## src/design/match_timer_cfg.svh

```systemverilog
// Function
// (RULE1) count advances one per selected source period; the both-edge external mode advances twice per period
// (RULE2) internal count on falling edge of prescaler tap
// (RULE3) external clock counts rising, falling or both
// (RULE4) external clock pulses at least 1.5/2.5 cycles
// (RULE5) match pulse in last state before increment
// (RULE6) match drives output: keep, low, high, toggle
// (RULE7) clear count on match a or b
// (RULE8) clear select 11 uses external reset edge
// (RULE9) external reset pulse at least 1.5 cycles
// (RULE10) overflow flag set on ff to 00 wrap
// (RULE11) three interrupt requests, one per flag
// (RULE12) each interrupt gated by own enable bit
// (RULE13) select 0110 gives software-free pulse train
// (RULE14) clear beats cpu count write
// (RULE15) cpu count write beats increment
// (RULE16) constant write suppresses coinciding match
// (RULE17) simultaneous matches: toggle, high, low, none
// (RULE18) tap change high to low counts once
// (RULE19) internal/external switch may count once
// (RULE20) stopped source counts as low level
// (RULE21) flags cleared by read-then-write-zero only
// (RULE22) output select 2-bit codes, b high, a low
// (RULE23) output low after reset until first match
// (RULE24) count is 8 bits, reset zero, wraps
`ifndef MATCH_TIMER_CFG_SVH
`define MATCH_TIMER_CFG_SVH

// register word offsets (byte addresses)
`define REG_TIMER_CONTROL 8'h00
`define REG_TIMER_STATUS_CONTROL 8'h04
`define REG_MATCH_CONSTANT_A 8'h08
`define REG_MATCH_CONSTANT_B 8'h0c
`define REG_TIMER_COUNT 8'h10
`define REG_SERIAL_TIMER_CONTROL 8'h14

// timer_control fields
`define TC_IRQ_EN_B 7
`define TC_IRQ_EN_A 6
`define TC_IRQ_EN_OVF 5
`define TC_CLR_LSB 3
`define TC_CKS_LSB 0

// timer_status_control fields
`define TSC_MATCH_B 7
`define TSC_MATCH_A 6
`define TSC_OVF 5
`define TSC_FIXED_ONE 4
`define TSC_OS_B_LSB 2
`define TSC_OS_A_LSB 0

// reset values
`define TIMER_CONTROL_RST 8'h00
`define OUTPUT_SELECT_RST 4'h0
`define SERIAL_TIMER_CONTROL_RST 2'h0
`define MATCH_CONSTANT_RST 8'hff
`define TIMER_COUNT_RST 8'h00

// prescaler tap bit positions for /2 /8 /64 /128 /1024 /2048
`define TAP_DIV2 0
`define TAP_DIV8 2
`define TAP_DIV64 5
`define TAP_DIV128 6
`define TAP_DIV1024 9
`define TAP_DIV2048 10
`define PRESCALER_WIDTH 11

`endif

```

## src/design/match_timer_pkg.sv

```systemverilog
package match_timer_pkg;

  typedef enum logic [1:0] {
    OUT_KEEP,
    OUT_LOW,
    OUT_HIGH,
    OUT_TOGGLE
  } out_act_t;

  typedef enum logic [1:0] {
    CLR_NONE,
    CLR_ON_A,
    CLR_ON_B,
    CLR_EXT
  } clear_sel_t;

endpackage

```

## src/design/eight_bit_match_timer.sv

```systemverilog
// Design decisions made here: the Wishbone slave port and the register addresses.
`timescale 1ns/1ps
`include "match_timer_cfg.svh"

module eight_bit_match_timer #(
  parameter int ICKS_BIT = 0
) (
  // clock and reset
  input wire logic clk_i,
  input wire logic rst_i,
  // wishbone classic slave
  input wire logic cyc_i,
  input wire logic stb_i,
  input wire logic we_i,
  input wire logic [7:0] adr_i,
  input wire logic [3:0] sel_i,
  input wire logic [31:0] dat_i,
  output logic [31:0] dat_o,
  output logic ack_o,
  // pins
  input wire logic ext_count_clock_in_i,
  input wire logic ext_reset_in_i,
  output logic timer_output_pin_o,
  // interrupt requests
  output logic match_irq_a_o,
  output logic match_irq_b_o,
  output logic overflow_irq_o
);

  // registers
  logic [7:0] timer_control_q, timer_control_d;
  logic [3:0] output_select_q, output_select_d;
  logic [1:0] serial_timer_control_q, serial_timer_control_d;
  logic [7:0] match_constant_a_q, match_constant_a_d;
  logic [7:0] match_constant_b_q, match_constant_b_d;
  logic [7:0] timer_count_q, timer_count_d;
  logic match_flag_a_q, match_flag_a_d;
  logic match_flag_b_q, match_flag_b_d;
  logic overflow_flag_q, overflow_flag_d;
  logic [2:0] armed_q, armed_d;
  logic out_q, out_d;
  logic [`PRESCALER_WIDTH-1:0] prescale_q, prescale_d;
  logic src_prev_q, src_prev_d;
  logic ext_clk_s1_q, ext_clk_s2_q, ext_rst_s1_q, ext_rst_s2_q, ext_rst_prev_q;
  logic ack_q, ack_d;
  logic [31:0] dat_q, dat_d;
  logic irq_a_q, irq_a_d, irq_b_q, irq_b_d, irq_ovf_q, irq_ovf_d;

  // selected source level; stopped reads as low
  function automatic logic src_level(input logic [2:0] cks, input logic icks,
                                     input logic [`PRESCALER_WIDTH-1:0] pre,
                                     input logic ext);
    logic lvl;
    lvl = 1'b0;
    case (cks)
      3'h1: lvl = icks ? pre[`TAP_DIV2] : pre[`TAP_DIV8];
      3'h2: lvl = icks ? pre[`TAP_DIV128] : pre[`TAP_DIV64];
      3'h3: lvl = icks ? pre[`TAP_DIV2048] : pre[`TAP_DIV1024];
      3'h5, 3'h6, 3'h7: lvl = ext;
      default: lvl = 1'b0;
    endcase
    return lvl;
  endfunction

  function automatic logic apply_act(input logic cur, input logic [1:0] act);
    logic r;
    r = cur;
    case (match_timer_pkg::out_act_t'(act))
      match_timer_pkg::OUT_LOW: r = 1'b0;
      match_timer_pkg::OUT_HIGH: r = 1'b1;
      match_timer_pkg::OUT_TOGGLE: r = ~cur;
      default: r = cur;
    endcase
    return r;
  endfunction

  logic [2:0] cks;
  logic cur_lvl, inc, match_a, match_b, clr, ext_rst_rise;
  logic bus_req, wr_fire, rd_fire;
  logic [1:0] act;
  logic [7:0] status_rd;
  match_timer_pkg::clear_sel_t clr_sel;

  always_comb begin
    cks = timer_control_q[`TC_CKS_LSB +: 3];
    clr_sel = match_timer_pkg::clear_sel_t'(timer_control_q[`TC_CLR_LSB +: 2]);
    prescale_d = prescale_q + 1'b1;
    cur_lvl = src_level(cks, serial_timer_control_q[ICKS_BIT], prescale_q, ext_clk_s2_q);
    src_prev_d = cur_lvl;
    inc = 1'b0;
    // edge of the unified source level; a select change also forms an edge
    case (cks)
      3'h5: inc = ~src_prev_q & cur_lvl; // RULE3 RULE19
      3'h7: inc = src_prev_q ^ cur_lvl; // RULE3
      default: inc = src_prev_q & ~cur_lvl; // RULE2 RULE18 RULE20 RULE19
    endcase
    ext_rst_rise = ext_rst_s2_q & ~ext_rst_prev_q;
    // bus: ack one cycle after request; write lands in the ack cycle
    bus_req = cyc_i & stb_i;
    ack_d = bus_req & ~ack_q;
    wr_fire = bus_req & we_i & ack_q & sel_i[0];
    rd_fire = bus_req & ~we_i & ack_q;
    status_rd = {match_flag_b_q, match_flag_a_q, overflow_flag_q, 1'b1, output_select_q};
    dat_d = 32'h0;
    if (bus_req & ~ack_q) begin
      case (adr_i)
        `REG_TIMER_CONTROL: dat_d = {24'h0, timer_control_q};
        `REG_TIMER_STATUS_CONTROL: dat_d = {24'h0, status_rd};
        `REG_MATCH_CONSTANT_A: dat_d = {24'h0, match_constant_a_q};
        `REG_MATCH_CONSTANT_B: dat_d = {24'h0, match_constant_b_q};
        `REG_TIMER_COUNT: dat_d = {24'h0, timer_count_q};
        `REG_SERIAL_TIMER_CONTROL: dat_d = {30'h0, serial_timer_control_q};
        default: dat_d = 32'h0;
      endcase
    end
    // match in the last state of the value, suppressed by a constant write
    match_a = inc & (timer_count_q == match_constant_a_q) &
              ~(wr_fire & (adr_i == `REG_MATCH_CONSTANT_A)); // RULE5 RULE16
    match_b = inc & (timer_count_q == match_constant_b_q) &
              ~(wr_fire & (adr_i == `REG_MATCH_CONSTANT_B)); // RULE5 RULE16
    clr = 1'b0;
    case (clr_sel)
      match_timer_pkg::CLR_ON_A: clr = match_a; // RULE7 RULE13
      match_timer_pkg::CLR_ON_B: clr = match_b; // RULE7
      match_timer_pkg::CLR_EXT: clr = ext_rst_rise; // RULE8
      default: clr = 1'b0;
    endcase
    // count: clear beats write, write beats increment
    timer_count_d = timer_count_q;
    if (clr) begin
      timer_count_d = 8'h00; // RULE14
    end else if (wr_fire & (adr_i == `REG_TIMER_COUNT)) begin
      timer_count_d = dat_i[7:0]; // RULE15
    end else if (inc) begin
      timer_count_d = timer_count_q + 8'h01; // RULE1 RULE24
    end
    // output: larger code wins, matching toggle > high > low > keep
    act = 2'h0;
    if (match_a) begin
      act = output_select_q[`TSC_OS_A_LSB +: 2]; // RULE22
    end
    if (match_b && output_select_q[`TSC_OS_B_LSB +: 2] > act) begin
      act = output_select_q[`TSC_OS_B_LSB +: 2]; // RULE17 RULE22
    end
    out_d = (match_a | match_b) ? apply_act(out_q, act) : out_q; // RULE6 RULE13
    // register writes
    timer_control_d = timer_control_q;
    output_select_d = output_select_q;
    serial_timer_control_d = serial_timer_control_q;
    match_constant_a_d = match_constant_a_q;
    match_constant_b_d = match_constant_b_q;
    match_flag_a_d = match_flag_a_q;
    match_flag_b_d = match_flag_b_q;
    overflow_flag_d = overflow_flag_q;
    armed_d = armed_q;
    if (rd_fire && adr_i == `REG_TIMER_STATUS_CONTROL) begin
      armed_d = armed_q | {match_flag_b_q, match_flag_a_q, overflow_flag_q}; // RULE21
    end
    if (wr_fire) begin
      case (adr_i)
        `REG_TIMER_CONTROL: timer_control_d = dat_i[7:0];
        `REG_MATCH_CONSTANT_A: match_constant_a_d = dat_i[7:0];
        `REG_MATCH_CONSTANT_B: match_constant_b_d = dat_i[7:0];
        `REG_SERIAL_TIMER_CONTROL: serial_timer_control_d = dat_i[1:0];
        `REG_TIMER_STATUS_CONTROL: begin
          output_select_d = dat_i[3:0];
          // only a zero after a read of the set flag clears it
          if (armed_q[2] & ~dat_i[`TSC_MATCH_B]) begin
            match_flag_b_d = 1'b0; // RULE21
          end
          if (armed_q[1] & ~dat_i[`TSC_MATCH_A]) begin
            match_flag_a_d = 1'b0; // RULE21
          end
          if (armed_q[0] & ~dat_i[`TSC_OVF]) begin
            overflow_flag_d = 1'b0; // RULE21
          end
          armed_d = 3'h0;
        end
        default: ;
      endcase
    end
    // hardware set wins over software clear
    if (match_a) begin
      match_flag_a_d = 1'b1; // RULE5
    end
    if (match_b) begin
      match_flag_b_d = 1'b1; // RULE5
    end
    if (inc & ~clr & ~(wr_fire & (adr_i == `REG_TIMER_COUNT)) & (timer_count_q == 8'hff)) begin
      overflow_flag_d = 1'b1; // RULE10
    end
    irq_a_d = match_flag_a_d & timer_control_d[`TC_IRQ_EN_A]; // RULE11 RULE12
    irq_b_d = match_flag_b_d & timer_control_d[`TC_IRQ_EN_B]; // RULE11 RULE12
    irq_ovf_d = overflow_flag_d & timer_control_d[`TC_IRQ_EN_OVF]; // RULE11 RULE12
  end

  always_ff @(posedge clk_i) begin
    // pin synchronisers
    ext_clk_s1_q <= ext_count_clock_in_i;
    ext_clk_s2_q <= ext_clk_s1_q;
    ext_rst_s1_q <= ext_reset_in_i;
    ext_rst_s2_q <= ext_rst_s1_q;
    if (rst_i) begin
      timer_control_q <= `TIMER_CONTROL_RST;
      output_select_q <= `OUTPUT_SELECT_RST;
      serial_timer_control_q <= `SERIAL_TIMER_CONTROL_RST;
      match_constant_a_q <= `MATCH_CONSTANT_RST;
      match_constant_b_q <= `MATCH_CONSTANT_RST;
      timer_count_q <= `TIMER_COUNT_RST; // RULE24
      match_flag_a_q <= 1'b0;
      match_flag_b_q <= 1'b0;
      overflow_flag_q <= 1'b0;
      armed_q <= 3'h0;
      out_q <= 1'b0; // RULE23
      prescale_q <= '0;
      src_prev_q <= 1'b0;
      ext_rst_prev_q <= 1'b0;
      ack_q <= 1'b0;
      dat_q <= 32'h0;
      irq_a_q <= 1'b0;
      irq_b_q <= 1'b0;
      irq_ovf_q <= 1'b0;
    end else begin
      timer_control_q <= timer_control_d;
      output_select_q <= output_select_d;
      serial_timer_control_q <= serial_timer_control_d;
      match_constant_a_q <= match_constant_a_d;
      match_constant_b_q <= match_constant_b_d;
      timer_count_q <= timer_count_d;
      match_flag_a_q <= match_flag_a_d;
      match_flag_b_q <= match_flag_b_d;
      overflow_flag_q <= overflow_flag_d;
      armed_q <= armed_d;
      out_q <= out_d;
      prescale_q <= prescale_d;
      src_prev_q <= src_prev_d;
      ext_rst_prev_q <= ext_rst_s2_q;
      ack_q <= ack_d;
      dat_q <= dat_d;
      irq_a_q <= irq_a_d;
      irq_b_q <= irq_b_d;
      irq_ovf_q <= irq_ovf_d;
    end
  end

  assign dat_o = dat_q;
  assign ack_o = ack_q;
  assign timer_output_pin_o = out_q;
  assign match_irq_a_o = irq_a_q;
  assign match_irq_b_o = irq_b_q;
  assign overflow_irq_o = irq_ovf_q;

endmodule

```

## config.mk

```make
export PLATFORM = sky130hd
export DESIGN_NAME = eight_bit_match_timer
export DESIGN_NICKNAME = d
export VERILOG_FILES = /design/src/design/match_timer_pkg.sv /design/src/design/eight_bit_match_timer.sv
export VERILOG_INCLUDE_DIRS = /design/src /design/src/design
export SDC_FILE = /design/constraint.sdc
export NUM_CORES = 1
export LEC_CHECK = 0
export ABC_AREA = 1
export BUFFER_PORTS_ARGS = -buffer_cell sky130_fd_sc_hd__buf_2
export CAP_MARGIN = 25
export CORE_MARGIN = 2
export CORE_UTILIZATION = 54
export DETAILED_ROUTE_END_ITERATION = 10
export PLACE_DENSITY_LB_ADDON = 0.3
export SLEW_MARGIN = 20
export SYNTH_ARGS = -nofsm -noshare
export SYNTH_HDL_FRONTEND = slang
export SYNTH_SLANG_ARGS = --single-unit
```

## constraint.sdc

```tcl
create_clock -name clk_i -period 3.21 [get_ports clk_i]
set_input_delay 0.4815 -clock clk_i [delete_from_list [all_inputs] [get_ports clk_i]]
set_output_delay 0.4815 -clock clk_i [all_outputs]
set_load 0.005 [all_outputs]
```

# After elaboration in Yosys (flattened, before gate mapping)
# Index checks and enable logic that the tools add are counted.
[classes]
n_eq_ne = 20
bitwise = 43
reduce_logical = 14
mux = 29
add_sub_neg = 2
n_lt_le_gt_ge = 1
[op_table]
columns = ["cell", "n"]
rows = [
  ["8-bit case mux with 6 select lines", 1],
  ["8-bit 2-to-1 mux", 4],
  ["1-bit bitwise AND", 26],
  ["8-bit by 4-bit equality test with 1-bit output, second input constant", 2],
  ["8-bit by 5-bit equality test with 1-bit output, second input constant", 2],
  ["8-bit equality test", 2],
  ["1-bit 2-to-1 mux", 15],
  ["1-bit NOT", 14],
  ["2-bit AND reduction", 6],
  ["11-bit by 1-bit adder with 11-bit output, second input constant", 1],
  ["3-bit equality test, second input constant", 3],
  ["3-bit 2-to-1 mux", 3],
  ["8-bit by 1-bit adder with 8-bit output, second input constant", 1],
  ["2-bit equality test, second input constant", 4],
  ["8-bit by 3-bit equality test with 1-bit output, second input constant", 1],
  ["8-bit equality test, second input constant", 1],
  ["8-bit zero test", 1],
  ["3-bit by 2-bit equality test with 1-bit output, second input constant", 2],
  ["1-bit case mux with 3 select lines", 2],
  ["2-bit by 1-bit equality test with 1-bit output, second input constant", 2],
  ["2-bit 2-to-1 mux", 2],
  ["1-bit case mux with 4 select lines", 1],
  ["2-bit OR reduction", 2],
  ["3-bit by 1-bit equality test with 1-bit output, second input constant", 1],
  ["other kinds (9)", 10],
]
[totals]
output_inout_bits = 37
ff_bits = 98
word_cells = 133
input_bits = 51

# Depth between registers and ports, before layout
# Gate-level depths: netlist of run 1.
[logic_depth]
depth_word = 15
depth_mapped = 23

# Least setup slack after synthesis of run 1
# OpenSTA, ideal clock, no wires.
[synth_path]
path_kind = "flip-flop to flip-flop"
start = "reg serial_timer_control_q[0]"
end = "reg out_q, in the netlist timer_output_pin_o"
setup_time_ns = 0.071
path_stages_with_launch = 22
arrival_ns = 2.464
t_required_ns = 3.139
path_slack_ns = 0.676
path_cell_list = "dfxtp_1 -> inv_1 -> nand2_1 -> nand3_1 -> nand3_1 -> nand2_1 -> o221ai_1 -> inv_1 -> ha_1 -> inv_1 -> nand2_1 -> nand3_1 -> nand2_1 -> inv_1 -> nand4_1 -> ha_1 -> a21oi_1 -> a21oi_1 -> nand3_1 -> nand2_1 -> nand3_1 -> a21oi_1"
[synth_via]
elab_chain_cells = 14
elab_cells_between_ends = 24
cone_classes = "order compare (1); eq/ne (3); mux (8); bitwise (9); reduce/logical (3)"
[synth_lines]
columns = ["element", "line", "source"]
rows = [
  ["start, declared", "eight_bit_match_timer.sv:33", "logic [1:0] serial_timer_control_q, serial_timer_control_d;"],
  ["start signal, assigned", "eight_bit_match_timer.sv:206", "serial_timer_control_q <= `SERIAL_TIMER_CONTROL_RST;"],
  ["start signal, assigned", "eight_bit_match_timer.sv:226", "serial_timer_control_q <= serial_timer_control_d;"],
  ["1-bit 2-to-1 mux (on tied branches)", "eight_bit_match_timer.sv:58, eight_bit_match_timer.sv:56, eight_bit_match_timer.sv:57", ""],
  ["1-bit case mux with 4 select lines (*)", "eight_bit_match_timer.sv:55", "case (cks)"],
  ["net cur_lvl", "eight_bit_match_timer.sv:78", "logic cur_lvl, inc, match_a, match_b, clr, ext_rst_rise;"],
  ["1-bit NOT", "eight_bit_match_timer.sv:95", "default: inc = src_prev_q & ~cur_lvl;"],
  ["1-bit bitwise AND", "eight_bit_match_timer.sv:95", ""],
  ["1-bit case mux with 2 select lines (*)", "eight_bit_match_timer.sv:92", "case (cks)"],
  ["1-bit bitwise AND (2 in series)", "eight_bit_match_timer.sv:117", "match_a = inc & (timer_count_q == match_constant_a_q) &"],
  ["2-bit 2-to-1 mux", "eight_bit_match_timer.sv:139", "if (match_a) begin"],
  ["2-bit greater-than comparator", "eight_bit_match_timer.sv:142", "if (match_b && output_select_q[`TSC_OS_B_LSB +: 2] > act) begin"],
  ["1-bit logical AND", "eight_bit_match_timer.sv:142", ""],
  ["2-bit 2-to-1 mux", "eight_bit_match_timer.sv:142", ""],
  ["2-bit equality test or 2-bit by 1-bit equality test with 1-bit output (tied branches)", "eight_bit_match_timer.sv:68", "case (match_timer_pkg::out_act_t'(act))"],
  ["3-bit nonzero test (no line)", "-", ""],
  ["2-bit AND reduction (no line)", "-", ""],
  ["end signal, assigned", "eight_bit_match_timer.sv:234", "out_q <= out_d;"],
  ["end, declared", "eight_bit_match_timer.sv:41", "logic out_q, out_d;"],
]
# The timed path passes the listed nets; every way through them passes the cells marked *.
# A chain may end at the register's enable or synchronous reset.

# Worst setup path in the final report of run 1
# Ends and elaborated chain as after synthesis.

==> results of run 1 <==
[metrics by stage]
step	setup WS, ns	hold slack, ns	cells	total power [mW]
3_5_place_dp	0.334	0.319	663	1.02
4_1_cts	0.304	0.216	678	1.73
6_report	0.295	0.221	678	1.71
5_1_grt	0.00599	0.202	678	1.78
3_3_place_gp	0.476	0.310	663	1.02
2_1_floorplan	0.676	0.310	562	1.01
[cells in the final DEF, fill, tap and decap left out, types with 3 or more instances in the layout]
master    netlist  routed
nand2_1       120     120
conb_1          1      24
nand4_1         8       8
o211ai_1       16      16
nor3_1          9       9
dfxtp_1        74      74
nor4_1          3       3
o22ai_1        16      16
nand3_1        18      18
ha_1            6       6
a21oi_1        35      34
nor2_1         66      66
inv_1          70      70
o21ai_0        23      23
nand2_2         3       3
inv_2           3       3
nand2_4         3       3
xor2_1          6       6
buf_2           3      36
clkbuf_8        0      10
[kinds of logic after synthesis]
group | synth area share
adders and majority gates | 0.0196
buffers and inverters | 0.129
DFF | 0.386
other | 0.000978
xor gates and xnor gates | 0.0137
AOI/OAI and AO/OA | 0.157
and+or+nand+nor | 0.293
[routing by layer]
layer	GRT usage	wire length (um)	vias up
met5	0	0	-
met4	0.123	285	0
met3	0.0756	675	27
met2	0.412	4290	156
met1	0.297	3930	1649
li1	-	-	1782
[critical path, stage by stage, from the launching register on]
cell	delay, ns
dfxtp_1	0.41
inv_1	0.12
nand2_1	0.07
nand3_1	0.06
nand3_1	0.09
nand2_1	0.05
o221ai_1	0.11
inv_1	0.09
ha_1	0.28
inv_1	0.05
nand2_1	0.04
nand3_1	0.08
nand2_1	0.13
inv_1	0.13
nand4_1	0.14
ha_1	0.35
a21oi_1	0.09
a21oi_2	0.15
nand3_1	0.11
nand2_1	0.10
nand3_1	0.07
a21oi_1	0.13
[how the worst min path moves through the flow]
stage                              start      endpoint  slack [ns]
finish                    ext_reset_in_i  ext_rst_s1_q        0.22
global route              ext_reset_in_i  ext_rst_s1_q        0.20
CTS                 ext_count_clock_in_i  ext_clk_s1_q        0.22
detailed placement          ext_rst_s1_q  ext_rst_s2_q        0.32
global placement            ext_rst_s1_q  ext_rst_s2_q        0.31
floorplan                   ext_clk_s1_q  ext_clk_s2_q        0.31
[flip-flops by register name, summed over array words and instances (netlist names)]
signal,count
match_flag_a_q,1
armed_q,3
ack_o,1
ext_rst_prev_q,1
timer_output_pin_o,1
match_constant_a_q,8
timer_control_q,8
ext_rst_s1_q,1
ext_clk_s2_q,1
src_prev_q,1
ext_clk_s1_q,1
overflow_flag_q,1
timer_count_q,8
serial_timer_control_q,2
match_irq_b_o,1
output_select_q,4
prescale_q,11
match_flag_b_q,1
overflow_irq_o,1
match_constant_b_q,8
match_irq_a_o,1
ext_rst_s2_q,1
dat_o,8
[layout make-up]
type / count / area (um^2) / area share
Inverter: 74 / 278 / 0.0659
Tap cell: 96 / 120 / 0.0285
Timing Repair Buffer: 38 / 195 / 0.0463
Clock buffer: 10 / 138 / 0.0327
Clock inverter: 5 / 55.1 / 0.0131
Sequential cell: 74 / 1480 / 0.351
Multi-Input combinational cell: 381 / 1950 / 0.462
[power groups by stage]
stage          Sequential, mW  Combinational, mW  Clock (mW)
2_1_floorplan           0.948             0.0627           0
3_3_place_gp            0.949             0.0723           0
3_5_place_dp            0.950             0.0742           0
4_1_cts                 0.928             0.0743       0.726
5_1_grt                 0.929             0.0847       0.764
6_report                0.928             0.0754       0.710
==> run metrics, run 1 <==
Comb pwr share 0.044; most common cell in the synthesized netlist nand2_1; CTS clk-pin slew, worst paths 0.08 ns; sequential power share 0.542; die height 88.3 um; main area contributors after synthesis dfxtp_1 (39%), nand2_1 (12%), inv_1 (6.9%); Tot GR Track Use 0.250; share of layout cells above drive strength 1 0.131; Startpoint Class flip-flop; Std-Cell Rows 30; ys flop type dfxtp_1; DR iter-0 viols 330; cell taking the most area after synthesis dfxtp_1; Final nets 635; total setup buffers inserted after CTS 0; Final Hold Fails 0; iteration count of the initial detailed-routing pass 5; initial antenna violation count 0; R2R cell count 21; FF-to-FF setup slack 0.30 ns; ys async rst share 0; via/cell ratio 5.33; initial core utilization 0.561; crit path to timer_output_pin_o; Die X 88.3 um; GP Congestion 0.963; Critical Path RT 3.49 ns; number of port buffers 36; number of fill cells 643; Netlist cell types 40; CP Capture Type flip-flop; RSZ-0062 raised after global routing false; Hold Path Class in2reg; Switching Fraction 0.231; number of placed I/O pins 88; TritonCTS buffer count 9; Routed WL 9190 um; Final HPWL DP 6900 um; largest net degree at the start of global routing 20; Max Clock Skew 0.00921 ns; CTS sink cnt 74; max-slew violation count 0; clock buffer depth 2; Worst Setup Path Type reg2reg; Synth top cells by count nand2_1 (120), dfxtp_1 (74), inv_1 (70), nor2_1 (66), a21oi_1 (35); DRC Markers 0; root buffer cell clkbuf_8; Die ar. 0.00779 mm^2; Fin Setup TNS 0 ns; Cells after Synth 539; CTS tree built; area added between synthesis and finish 9.92%; Period minus WS final ~3 ns; final count of negative-setup-slack endpoints 0; CTS Hold Bufs 0; Final Cell Area between 0.004 and 0.005 mm^2; Post-Syn Area 0.00383 mm^2; reg-to-reg startpoint serial_timer_control_q[0]; core area 0.00683 mm^2; Period Utilization, post-route 0.908; # diodes 0; area share of the largest cell type after synthesis 0.386; CTS HTree Levels 3; sequential-to-total area share from yosys stat 0.386; # Max-Cap Violations 0; WP data arrival 3.20 ns; Slew headroom 0.547; Synth Area per Inst 7.11 um^2; RR Endpoint timer_output_pin_o; Crit Path Max Fanout 6; yosys warns 0; pwr/cell area 407 mW/mm^2; GR Overflow Total 0; share of total power in the clock network 0.414; Synth Register Bits 74; status finished clean; max frequency 0.343 GHz; Slew @ Worst Pin 0.679 ns; Post-DP Area between 0.004 and 0.005 mm^2; Psw 0.395 mW; number of global-route vias before repair 3320; VDD IR max 0.387 mV; Final ANT Viol Nets 0; Vias 3614; worst skew pair latency 0.36 ns; wire length of the first global-routing pass 14800 um; post-CTS resize count 0; internal power 1.32 mW; crit path launch serial_timer_control_q[0]; hold path depth 1; DR WL/cell 13.6 um; number of enable flip-flop cells after synthesis 0; Final Util 0.617; Lkg Pwr 1.93 nW
Note: power is estimated with default switching activity, not from simulation.
==> run 2, diff against run 1 <==
Settings changed: PLACE_DENSITY set to 0.8, PLACE_DENSITY_LB_ADDON 0.3 to not set.
Clock period 3.21 ns to 3.3 ns, I/O delays scaled along.
==> run metrics, run 2 (synthesized netlist as in run 1, its figures left out) <==
status finished clean; CTS HTree Levels 3; RSZ-0062 raised after global routing false; Routed WL 9290 um; GP Congestion 0.927; # diodes 0; Final Util 0.617; via/cell ratio 5.35; DR iter-0 viols between 200 and 300; Final Hold Fails 0; hold path depth 1; Die ar. between 0.007 and 0.008 mm^2; Fin Setup TNS 0 ns; Hold WS 0.224 ns; Std-Cell Rows 30; # Max-Cap Violations 0; number of port buffers 36; Final Cell Area 0.00422 mm^2; Slew @ Worst Pin 0.538 ns; Hold Path Class in2reg; Setup WS post-layout 0.315 ns; Lkg Pwr 1.93 nW; final count of negative-setup-slack endpoints 0; number of global-route vias before repair 3148; max-slew violation count 0; Die X ~88 um; CP Capture Type flip-flop; Design Power 1.70 mW; CTS sink cnt 74; total setup buffers inserted after CTS 0; non-filler cells, final 678; share of layout cells above drive strength 1 0.131; WP data arrival around 3.3 ns; Max Clock Skew 0.0128 ns; DRC Markers 0; max frequency 0.335 GHz; pwr/cell area 403 mW/mm^2; R2R cell count 21; GR Overflow Total 0; pre-CTS setup slack 0.300 ns; CTS Hold Bufs 0; initial antenna violation count 0; number of placed I/O pins 88; register bank with the most flops prescale_q; Final nets roughly 630; Period minus WS final 2.98 ns; most common cell after layout, fill and taps aside nand2_1; area added between synthesis and finish 9.92%; VDD IR max 0.299 mV; placed cells 662; worst skew pair latency 0.36 ns; Vias 3624; wire length of the first global-routing pass 14700 um; Period Utilization, post-route 0.904; largest net degree at the start of global routing 24; CTS tree built; iteration count of the initial detailed-routing pass 5; clock buffer depth 2; Post-DP Area 0.00401 mm^2; max reg flops 11; Worst Setup Path Type reg2reg; root buffer cell clkbuf_8; Startpoint Class flip-flop; most used cells in the layout excluding fill and tap cells nand2_1 (120), dfxtp_1 (74), inv_1 (69); TritonCTS buffer count 9; core area 0.00683 mm^2; Final HPWL DP 6880 um; Crit Path Max Fanout 6; die height between 80 and 90 um; Final ANT Viol Nets 0; Slew headroom 0.640; Critical Path RT 3.60 ns; Tot GR Track Use 0.247; initial core utilization 0.561; CTS clk-pin slew, worst paths 0.08 ns; DR WL/cell 13.7 um
run 2: changes by cell type in the layout (fill, tap and decap cells not counted):
cell,before,now
a21oi_2,1,0
clkinvlp_4,2,0
inv_2,3,4
inv_1,70,69
buf_4,2,1
clkinv_4,0,3
a21oi_1,34,35
run 2: worst max-delay path, stage by stage, from the launching register on:
cell and delay, ns:
dfxtp_1 0.41, inv_1 0.11, nand2_1 0.07, nand3_1 0.06
nand3_1 0.09, nand2_1 0.05, o221ai_1 0.11, inv_1 0.08
ha_1 0.28, inv_1 0.05, nand2_1 0.04, nand3_1 0.08
nand2_1 0.14, inv_2 0.15, nand4_1 0.14, ha_1 0.33
a21oi_1 0.07, a21oi_1 0.24, nand3_1 0.15, nand2_1 0.09
nand4_1 0.08, a21oi_1 0.12
run 2: metal layers:
layer / share of wire / vias up / track usage
met5: 0 / - / 0
met4: 0.034 / 0 / 0.0992
met3: 0.065 / 27 / 0.0653
met2: 0.46 / 147 / 0.386
met1: 0.44 / 1659 / 0.325
li1: - / 1791 / -
run 2: repair_timing:
action,CTS,global route
resized for setup,0,1
endpoints found under the hold margin,0,0
setup endpoints to repair,0,1
run 2: layout make-up:
cell class	count	area, um^2
Clock buffer	10	138
Clock inverter	6	66.3
Fill cell	651	2620
Inverter	74	278
Multi-Input combinational cell	381	1940
Sequential cell	74	1480
Tap cell	96	120
Timing Repair Buffer	37	188
run 2: final timing paths:
check | startpoint | end | slack [ns]
worst max-delay path | serial_timer_control_q[0] | timer_output_pin_o | 0.32
worst min-delay path | ext_reset_in_i | ext_rst_s1_q | 0.22
worst max register to register | serial_timer_control_q[0] | timer_output_pin_o | 0.32
worst min register to register | ext_rst_s1_q | ext_rst_s2_q | 0.33
run 2: report_power, final:
group	leakage [nW]	internal (mW)	switching (mW)
registers	0.599	0.899	0.00347
clock network	0.106	0.371	0.351
logic	1.23	0.0212	0.0521
==> run 3, diff against run 2 <==
Settings changed: HOLD_SLACK_MARGIN set to 0.05, REMOVE_ABC_BUFFERS set to 1.
==> run metrics, run 3 (synthesized netlist as in run 1, its figures left out) <==
Design Power around 1.8 mW; CTS HTree Levels 3; number of port buffers 36; # Max-Cap Violations 0; Slew @ Worst Pin 0.615 ns; clock buffer depth 2; hold path depth 1; Lkg Pwr 1.95 nW; Hold Path Class in2reg; DRC Markers 0; die height 88.3 um; Post-DP Area 0.00402 mm^2; Slew headroom 0.587; Tot GR Track Use 0.256; status finished clean; CTS tree built; area added between synthesis and finish 11.2%; Final Cell Area ~0.0043 mm^2; CP Capture Type flip-flop; core area a little under 0.007 mm^2; Period minus WS final ~2.9 ns; root buffer cell clkbuf_8; Final ANT Viol Nets 0; Std-Cell Rows 30; Max Clock Skew 0.0148 ns; total setup buffers inserted after CTS 0; number of global-route vias before repair 3302; Crit Path Max Fanout 6; Startpoint Class flip-flop; iteration count of the initial detailed-routing pass 5; Routed WL 9430 um; wire length of the first global-routing pass 15100 um; Final nets 635; register bank with the most flops prescale_q; Fin Setup TNS 0 ns; Vias 3664; Period Utilization, post-route 0.893; R2R cell count 21; GR Overflow Total 0; most common cell after layout, fill and taps aside nand2_1; most used cells in the layout excluding fill and tap cells nand2_1 (120), dfxtp_1 (74), inv_1 (69); Critical Path RT 3.61 ns; DR WL/cell 13.9 um; pwr/cell area 432 mW/mm^2; Hold WS 0.221 ns; DR iter-0 viols 339; Worst Setup Path Type reg2reg; largest net degree at the start of global routing 21; worst skew pair latency about 0.37 ns; VDD IR max 0.258 mV; Die X between 80 and 90 um; number of placed I/O pins 88; initial core utilization 0.561; share of layout cells above drive strength 1 0.132; GP Congestion 0.937; Final HPWL DP just under 7000 um; max frequency around 0.34 GHz; TritonCTS buffer count 9; CTS clk-pin slew, worst paths approximately 0.09 ns; CTS sink cnt 74; max reg flops 11; max-slew violation count 0; Final Util 0.624; WP data arrival 3.26 ns; final count of negative-setup-slack endpoints 0; initial antenna violation count 0; via/cell ratio 5.40; # diodes 0; Final Hold Fails 0; RSZ-0062 raised after global routing false; Die ar. 0.00779 mm^2
==> run 3: changes by cell type in the layout (fill, tap and decap cells not counted) <==
cell / change
bufinv_16: +2
a21oi_2: +1
buf_4: +1
clkbuf_8: -1
clkinv_2: -2
a21oi_1: -1
==> run 3: power by group <==
group	switching (mW)	internal [mW]
Combinational	0.0528	0.0222
Sequential	0.00351	0.899
Clock	0.361	0.502
==> run 3: repair_timing <==
| item | 4_1_cts | 5_1_grt |
|---|---|---|
| endpoints found under the setup margin | 0 | 1 |
| hold buffers | 0 | 0 |
| gates resized for setup | 0 | 2 |
==> run 3: area by class of cell <==
cell class / instances / area [um^2]
clock buffer: 9 / 124
multi-input combinational: 381 / 1950
timing repair buffer: 38 / 195
tap: 96 / 120
fill: 635 / 2570
clock inverter: 6 / 116
sequential: 74 / 1480
inverter: 74 / 278
==> run 3: through the flow <==
step                std cells  worst slack [ns]
floorplan                 529             0.767
global placement          663             0.464
detailed placement        663             0.312
CTS                       678             0.269
global route              678            0.0172
finish                    678             0.354
==> run 3: final timing paths <==
kind	from	to	slack (ns)
max	serial_timer_control_q[0]	timer_output_pin_o	0.35
min	ext_count_clock_in_i	ext_clk_s1_q	0.22
max reg2reg	serial_timer_control_q[0]	timer_output_pin_o	0.35
min reg2reg	ext_clk_s1_q	ext_clk_s2_q	0.33
==> run 3: routing by layer <==
| layer | global-route usage | share of wire |
|---|---|---|
| met5 | 0 | 0 |
| met4 | 0.127 | 0.028 |
| met1 | 0.324 | 0.42 |
| met2 | 0.409 | 0.46 |
| met3 | 0.0634 | 0.098 |
==> run 3: critical path: stages, from the launching register on <==
cell	delay (ns)
dfxtp_1	0.42
inv_1	0.12
nand2_1	0.07
nand3_1	0.06
nand3_1	0.09
nand2_1	0.05
o221ai_1	0.11
inv_1	0.08
ha_1	0.29
inv_1	0.06
nand2_1	0.04
nand3_1	0.08
nand2_1	0.15
inv_2	0.17
nand4_1	0.12
ha_1	0.34
a21oi_1	0.08
a21oi_2	0.16
nand3_1	0.12
nand2_1	0.09
nand3_1	0.07
a21oi_1	0.13
